===== config.mk =====
export PLATFORM = sky130hd
export DESIGN_NAME = input_interval_stamp_fifo
export DESIGN_NICKNAME = d
export VERILOG_FILES = /design/src/rtl/stamp_pkg.sv /design/src/rtl/input_interval_stamp_fifo.sv /design/src/rtl/stamp_fifo.sv
export SDC_FILE = /design/constraint.sdc
export NUM_CORES = 1
export LEC_CHECK = 0
export ABC_AREA = 1
export BUFFER_PORTS_ARGS = -buffer_cell sky130_fd_sc_hd__buf_2
export CORE_ASPECT_RATIO = 1.2
export CORE_MARGIN = 1.5
export CORE_UTILIZATION = 64
export CTS_BUF_LIST = sky130_fd_sc_hd__clkbuf_2
export DETAILED_ROUTE_END_ITERATION = 12
export GPL_ROUTABILITY_DRIVEN = 0
export GPL_TIMING_DRIVEN = 1
export PLACE_DENSITY_LB_ADDON = 0.3
export SETUP_SLACK_MARGIN = 0.2
export SLEW_MARGIN = 20
export SYNTH_ARGS = -nofsm -noshare
export SYNTH_HDL_FRONTEND = slang
export SYNTH_SLANG_ARGS = --single-unit
export TNS_END_PERCENT = 5

===== constraint.sdc =====
create_clock -name clk -period 4.7 [get_ports clk]
set_input_delay 0.94 -clock clk [delete_from_list [all_inputs] [get_ports clk]]
set_output_delay 0.94 -clock clk [all_outputs]
set_load 0.05 [all_outputs]

===== src/rtl/stamp_pkg.sv =====
// shared constants and carrier types for the interval stamp capture block
package stamp_pkg;
    localparam int          CLK_HZ        = 100_000_000;
    localparam int          TICK_MS       = 1;
    localparam int          MS_CYCLES     = CLK_HZ / 1000 * TICK_MS;
    localparam int          STAMP_W       = 32;
    localparam int          DEPTH         = 8;
    localparam int          PTR_W         = 3;
    localparam int          CNT_W         = 32;
    localparam logic [31:0] STAMP_RST     = 32'h0000_0000;
    localparam logic [31:0] EVENT_RST     = 32'h0000_0000;
    localparam logic [3:0]  LEVEL_RST     = 4'h0;

    // trigger condition selects
    typedef enum logic [1:0] {
        cond_rise,
        cond_fall,
        cond_high,
        cond_low
    } cond_t;

    // setup command with its condition
    typedef struct packed {
        logic  valid;
        cond_t cond;
    } setup_cmd_t;
endpackage


===== src/rtl/input_interval_stamp_fifo.sv =====
// trigger interval capture: ms time base, stamp buffer, result and event count
// Notes on behaviour
// - each trigger after the first since setup pushes the time elapsed since the previous trigger, unless the buffer is full.
// - intervals count the ms ticks of the prescaler, which restarts on setup and at each ms tick but not on a trigger, between consecutive triggers.
// - buffer holds eight entries, strictly first-in first-out.
// - the setup command empties the buffer.
// - each pop outside a setup cycle moves the oldest entry into the result register.
// - pop on an empty buffer writes zero to the result.
// - an event counter tied to the input counts each trigger outside a setup cycle.
`timescale 1ns/10ps
module input_interval_stamp_fifo
    import stamp_pkg::*;
(
    input  wire logic               clk,              // 100 MHz clock
    input  wire logic               srst,             // sync reset, active high
    input  wire logic               sense_in,         // monitored input pin
    input  wire setup_cmd_t         arm_capture_setup, // setup pulse with condition
    input  wire logic               pop_oldest_stamp, // retrieval pulse
    output logic      [STAMP_W-1:0] elapsed_value,    // result register
    output logic      [CNT_W-1:0]   event_count,      // trigger count register
    output logic                    stamp_empty,      // buffer empty, registered
    output logic                    stamp_full,       // buffer full, registered
    output logic                    armed             // capture set up
);
    // synchroniser stages and edge history
    logic               sync_a;           // first stage, read by sync_b only
    logic               sync_b;           // second stage, settled pin level
    logic               sense_d;          // sync_b one cycle older

    // setup state
    cond_t              cond;             // latched trigger condition
    logic               seen_first;       // an interval is open

    // time base
    logic [31:0]        div_cnt;          // cycles within the current ms
    logic [STAMP_W-1:0] ms_cnt;           // ms ticks since the last trigger

    // buffer side
    logic [STAMP_W-1:0] fifo_head;        // oldest stored interval
    logic               fifo_empty;       // buffer holds nothing
    logic               fifo_full;        // buffer holds eight entries

    // decode results
    logic               setup_go;         // setup command this cycle
    logic               rise_evt;         // settled pin went high
    logic               fall_evt;         // settled pin went low
    logic               want_rise;        // condition enters on a rising pin
    logic               trig_raw;         // condition met, armed or not
    logic               trigger;          // counted trigger
    logic               ms_tick;          // last cycle of a millisecond
    logic               ms_sat;           // interval count at its ceiling
    logic               div_restart;      // prescaler back to zero
    logic               ms_restart;       // interval count back to zero
    logic               ms_step;          // interval count moves on
    logic               push_req;         // interval to store
    logic               pop_req;          // retrieval that setup leaves alone
    logic               pop_hit;          // retrieval with an entry to hand over

    // next values for the setup, counter and result registers
    logic               next_armed;
    cond_t              next_cond;
    logic               next_seen_first;
    logic [31:0]        next_div_cnt;
    logic [STAMP_W-1:0] next_ms_cnt;
    logic [CNT_W-1:0]   next_event_count;
    logic [STAMP_W-1:0] next_elapsed;

    // first two stages; only sync_b reads the first one
    always_ff @(posedge clk) begin
        if (srst) begin
            sync_a <= 1'b0;
            sync_b <= 1'b0;
        end else begin
            sync_a <= sense_in;
            sync_b <= sync_a;
        end
    end

    // low after reset; a pin idling high makes a false edge, harmless while unarmed
    always_ff @(posedge clk) begin
        if (srst) begin
            sense_d <= 1'b0;
        end else begin
            sense_d <= sync_b;
        end
    end

    // command decode
    assign setup_go = arm_capture_setup.valid;

    // edge decode; a level condition fires on entering its level
    assign rise_evt  = sync_b && !sense_d;
    assign fall_evt  = !sync_b && sense_d;
    assign want_rise = (cond == cond_rise) || (cond == cond_high);
    assign trig_raw  = want_rise ? rise_evt : fall_evt;
    assign trigger   = armed && trig_raw;

    // time base decode; the prescaler restarts on setup so the first ms is whole
    assign ms_tick     = (div_cnt == 32'(MS_CYCLES - 1));
    assign ms_sat      = (ms_cnt == '1);
    assign div_restart = setup_go || ms_tick;

    // interval count control; saturate rather than wrap to a short value
    assign ms_restart = setup_go || trigger;
    assign ms_step    = ms_tick && !ms_sat;

    // buffer requests; the first trigger after setup only opens the interval
    assign push_req = trigger && seen_first;
    assign pop_req  = pop_oldest_stamp && !setup_go;  // setup empties the buffer that cycle

    // a retrieval that finds an entry to hand over
    assign pop_hit = pop_req && !fifo_empty;

    // setup latches the condition and restarts interval tracking
    assign next_armed      = setup_go ? 1'b1 : armed;
    assign next_cond       = setup_go ? arm_capture_setup.cond : cond;
    assign next_seen_first = setup_go ? 1'b0 : (seen_first || trigger);

    // counter next values
    assign next_div_cnt     = div_restart ? 32'h0000_0000 : div_cnt + 32'h0000_0001;
    assign next_ms_cnt      = ms_restart ? STAMP_RST :
                              ms_step    ? ms_cnt + 1'b1 : ms_cnt;
    assign next_event_count = setup_go ? EVENT_RST :
                              trigger  ? event_count + 1'b1 : event_count;

    // result register: oldest entry, or zero when nothing is stored
    assign next_elapsed = pop_hit ? fifo_head :
                          pop_req ? STAMP_RST :
                                    elapsed_value;

    // armed from the first setup on
    always_ff @(posedge clk) begin
        if (srst) begin
            armed <= 1'b0;
        end else begin
            armed <= next_armed;
        end
    end

    // chosen trigger condition
    always_ff @(posedge clk) begin
        if (srst) begin
            cond <= cond_rise;
        end else begin
            cond <= next_cond;
        end
    end

    // interval open flag; setup closes it
    always_ff @(posedge clk) begin
        if (srst) begin
            seen_first <= 1'b0;
        end else begin
            seen_first <= next_seen_first;
        end
    end

    // millisecond prescaler
    always_ff @(posedge clk) begin
        if (srst) begin
            div_cnt <= 32'h0000_0000;
        end else begin
            div_cnt <= next_div_cnt;
        end
    end

    // elapsed ms since the last trigger
    always_ff @(posedge clk) begin
        if (srst) begin
            ms_cnt <= STAMP_RST;
        end else begin
            ms_cnt <= next_ms_cnt;
        end
    end

    // trigger counter
    always_ff @(posedge clk) begin
        if (srst) begin
            event_count <= EVENT_RST;
        end else begin
            event_count <= next_event_count;
        end
    end

    // result register holds until the next retrieval
    always_ff @(posedge clk) begin
        if (srst) begin
            elapsed_value <= STAMP_RST;
        end else begin
            elapsed_value <= next_elapsed;
        end
    end

    // empty copy, one cycle behind the buffer, so the output is a flop
    always_ff @(posedge clk) begin
        if (srst) begin
            stamp_empty <= 1'b1;
        end else begin
            stamp_empty <= fifo_empty;
        end
    end

    // full copy, one cycle behind the buffer
    always_ff @(posedge clk) begin
        if (srst) begin
            stamp_full <= 1'b0;
        end else begin
            stamp_full <= fifo_full;
        end
    end

    // eight-entry store; setup doubles as its flush
    stamp_fifo stamp_fifo_inst (
        .clk       (clk),
        .srst      (srst),
        .flush     (setup_go),
        .push      (push_req),
        .push_data (ms_cnt),
        .pop       (pop_req),
        .head      (fifo_head),
        .empty     (fifo_empty),
        .full      (fifo_full)
    );
endmodule


===== src/rtl/stamp_fifo.sv =====
// eight-entry first-in first-out store for millisecond intervals
`timescale 1ns/10ps
module stamp_fifo
    import stamp_pkg::*;
(
    input  wire logic               clk,     // system clock
    input  wire logic               srst,    // sync reset, active high
    input  wire logic               flush,   // drop all entries
    input  wire logic               push,    // write request
    input  wire logic [STAMP_W-1:0] push_data, // interval to store
    input  wire logic               pop,     // read request
    output logic      [STAMP_W-1:0] head,    // oldest entry
    output logic                    empty,   // no entries held
    output logic                    full     // all entries held
);
    logic [STAMP_W-1:0] mem [DEPTH];
    logic [PTR_W:0]     wr_ptr;
    logic [PTR_W:0]     rd_ptr;
    wire                do_push = push && !full;
    wire                do_pop  = pop && !empty;

    // pointer flags: extra msb tells full from empty
    assign empty = (wr_ptr == rd_ptr);
    assign full  = (wr_ptr[PTR_W] != rd_ptr[PTR_W]) &&
                   (wr_ptr[PTR_W-1:0] == rd_ptr[PTR_W-1:0]);
    assign head  = mem[rd_ptr[PTR_W-1:0]];

    // pointers; flush wins over traffic
    always_ff @(posedge clk) begin
        if (srst || flush) begin
            wr_ptr <= '0;
            rd_ptr <= '0;
        end else begin
            if (do_push) begin
                wr_ptr <= wr_ptr + 1'b1;
            end
            if (do_pop) begin
                rd_ptr <= rd_ptr + 1'b1;
            end
        end
    end

    // storage, no reset needed
    always_ff @(posedge clk) begin
        if (do_push) begin
            mem[wr_ptr[PTR_W-1:0]] <= push_data;
        end
    end
endmodule


==> reports/summary.txt <==
# placed instances: 2,381
Largest family of logic cells by synthesized area: simple AND/OR/NAND/NOR gates
Xor/xnor share of the synthesized area: 1.233%
PwrDens: 309.7 mW/mm^2
Min cycle time layout: 3.239 ns
First-pass GRT wire length: 65,860 um
Simple-Gate Fraction of Synth Area: 29.51%
Main area contributors after synthesis: edfxtp_1, dfxtp_1, nand2_1
Port bufs: 72
Main flop type after synthesis: edfxtp_1
Req. time, crit path: 5.28 ns
CTS tree: yes
Slew Limit Fails: 0
Status: complete, no violations
DR vias: 14,550
Die Wd: 155.1 um
Max-slew headroom: 36.24%
Sequential share of the synthesized area: 59.86%
Inserted Clock Buffers: 92
Nets: 2,147
Synthesized cell area: 0.01776 sq mm
# DRC: 0
Final std cells w/o fill: 2,552
Leading area contributor after synthesis: edfxtp_1
Count leader, synth: nand2_1
CP Cell Sequence: inv_1 > o21ai_0 > nand3_2 > nor2_1 > nand3_1 > nor2_4 > buf_4
Clock skew: 0.09246 ns
Post-CTS Setup Inserts: 0
Synth cell types: 33
TNS Setup: 0 ns
Die height: 185.5 um
# setup viols final: 0
DP Wirelength: 24,590 um
Mean Syn Cell Area: 8.730 sq um
Die area: 0.02876 sq mm
CTS sink cnt: 403
Peak supply drop: 0.1970 mV
Syn Nets: 2,046
Worst Reg-to-Reg Cells: 7
Hold Path Depth: 3
Critical Path Source Type: register
Starting Density: 65.36%
WP data arrival: 3.81 ns
RSZ-0062 raised after global routing: no
Vias per std cell: 5.700
Core Rows: 66
All-Layer GR Usage: 29.23%
Fmax: 308.7 MHz
Share of cells above drive strength 1: 12.13%
Synth top area share: 43.29%
CTS Buffer Depth: 3
Final cycle utilization of the critical path: 68.92%
Slew @ Worst Pin: 0.9565 ns
Pin count of the biggest net entering global routing: 89
Syn-to-layout area delta: 8.350%
Number of synthesized flops with an enable pin: 256
Iter 0 DRT Violations: 1,114
CTS root buffer: clkbuf_2
Fillers: 2,038
Critical path class: reg2reg
CTS H-tree lvls: 3
DRT Wirelength: 41,510 um
Grt ovf: 0
Synth Instances: 2,034
Core region area: 0.02717 sq mm
Clk_lat worst skew: 0.93 ns
Fin. Hold Viols: 0
# IOs: 74
Max Fanout on Critical Path: 18
Asr flop ratio synth: 0%
Routed len/inst: 16.27 um
Post-route ant nets: 0
Max Cap Violations: 0
Max stage delay on crit path: 0.69 ns
Initial antenna violation count: 1
Leakage: 7.169 nW
Yosys warns: 0
Post-CTS Resized: 0
Drt pass-1 iters: 9
Multiplexer area fraction after synthesis: 0%
Number of hold buffers added after CTS: 0
Post-synthesis compound-gate area fraction: 4.622%
Synth Register Bits: 403
CTS clk-pin slew, worst paths: 0.10 ns
HP Class: in2reg
Slowest CP cell: nor2_4
Synth top cells by count: nand2_1, edfxtp_1, nand3_1, nor2_1, dfxtp_1
Vias in the first global route: 13,700
Crit. End Element: register
Adder-cell area share of the yosys netlist: 0.3523%
worst max-delay path, delay by kind of cell, from the launching register on:
kind                   cells  cell delay [ns]
AOI/OAI and AO/OA          1             0.21
buffers and inverters      2             0.47
DFF                        1             0.33
and+or+nand+nor            4             1.87
state kept, by name, indices dropped and copies added (netlist names), 4 cells and up, named ones only:
register,cells
stamp_fifo_inst.rd_ptr,4
event_count,32
ms_cnt,32
stamp_fifo_inst.mem,256
elapsed_value,32
stamp_fifo_inst.wr_ptr,4
div_cnt,32
stage by stage:
| step | util [%] | total power [W] | instance area [sq um] | hold WS [ns] | worst slack, ns |
|---|---|---|---|---|---|
| 2_1_floorplan | - | 0.003842 | 17760 | 0.3883 | 0.6549 |
| 3_3_place_gp | 67.67 | 0.003861 | 18380 | 0.3916 | 1.652 |
| 3_5_place_dp | 67.67 | 0.003863 | 18380 | 0.4028 | 1.535 |
| 5_1_grt | 70.81 | 0.006164 | 19240 | 0.2063 | 1.226 |
| 4_1_cts | 70.78 | 0.005983 | 19230 | 0.1940 | 1.508 |
| 6_report | 70.82 | 0.005958 | 19240 | 0.2325 | 1.461 |
path summary, 6_finish.rpt:
kind / slack [ns] / start / end
hold / removal: 0.23 / sense_in / sync_a$_SDFF_PP0_
setup / recovery: 1.46 / sync_b$_SDFF_PP0_ / stamp_fifo_inst.mem[4][6]$_DFFE_PP_
setup reg to reg: 1.46 / sync_b$_SDFF_PP0_ / stamp_fifo_inst.mem[4][6]$_DFFE_PP_
hold reg to reg: 0.41 / sync_a$_SDFF_PP0_ / sync_b$_SDFF_PP0_
routing by layer:
layer  share of wire (%)  global-route usage (%)  wire, um
met2                  51                   51.96     21300
met3                 8.5                   5.378      3536
met5                   0                       0         0
met1                  37                   34.12     15420
met4                 3.0                   14.38      1258
logic make-up after synthesis:
logic type                 after synthesis
AOI/OAI and AO/OA                      163
xor gates and xnor gates                25
adders and majority gates                5
DFF                                    403
and+or+nand+nor                       1242
buffers and inverters                  196
cells in the final DEF (no fill, tap or decap), types with 5 or more instances in the layout:
cell type    n
nand2_1    733
edfxtp_1   256
nand3_1    205
nor2_1     182
dfxtp_1    145
clkbuf_2   136
a21oi_1    111
inv_1      107
buf_2       72
o21ai_0     49
nand4_1     47
nor3_1      28
clkinv_1    24
buf_4       20
xor2_1      17
nand3b_1    16
nor2_4       9
xnor2_1      8
clkinv_2     7
nor2_2       5
ha_1         5
cell type report:
class | instances | area, sq um | area share [%]
clock inverter | 33 | 165.2 | 0.8584
inverter | 111 | 417.9 | 2.172
timing repair buffer | 92 | 510.5 | 2.653
clock buffer | 136 | 680.7 | 3.538
antenna | 2 | 5.005 | 0.02601
sequential | 403 | 10640 | 55.28
tap | 340 | 425.4 | 2.211
multi-input combinational | 1435 | 6400 | 33.26
power by group:
group	total (W)	internal, W	switching, W	leakage, nW
Sequential	0.00372	0.00372	0.00000223	3.71
Combinational	0.0000651	0.0000106	0.0000545	2.82
Clock	0.00217	0.000834	0.00134	0.643
Total	0.00596	0.00456	0.00140	7.17
No activity file was read; power rests on OpenSTA's default activity.
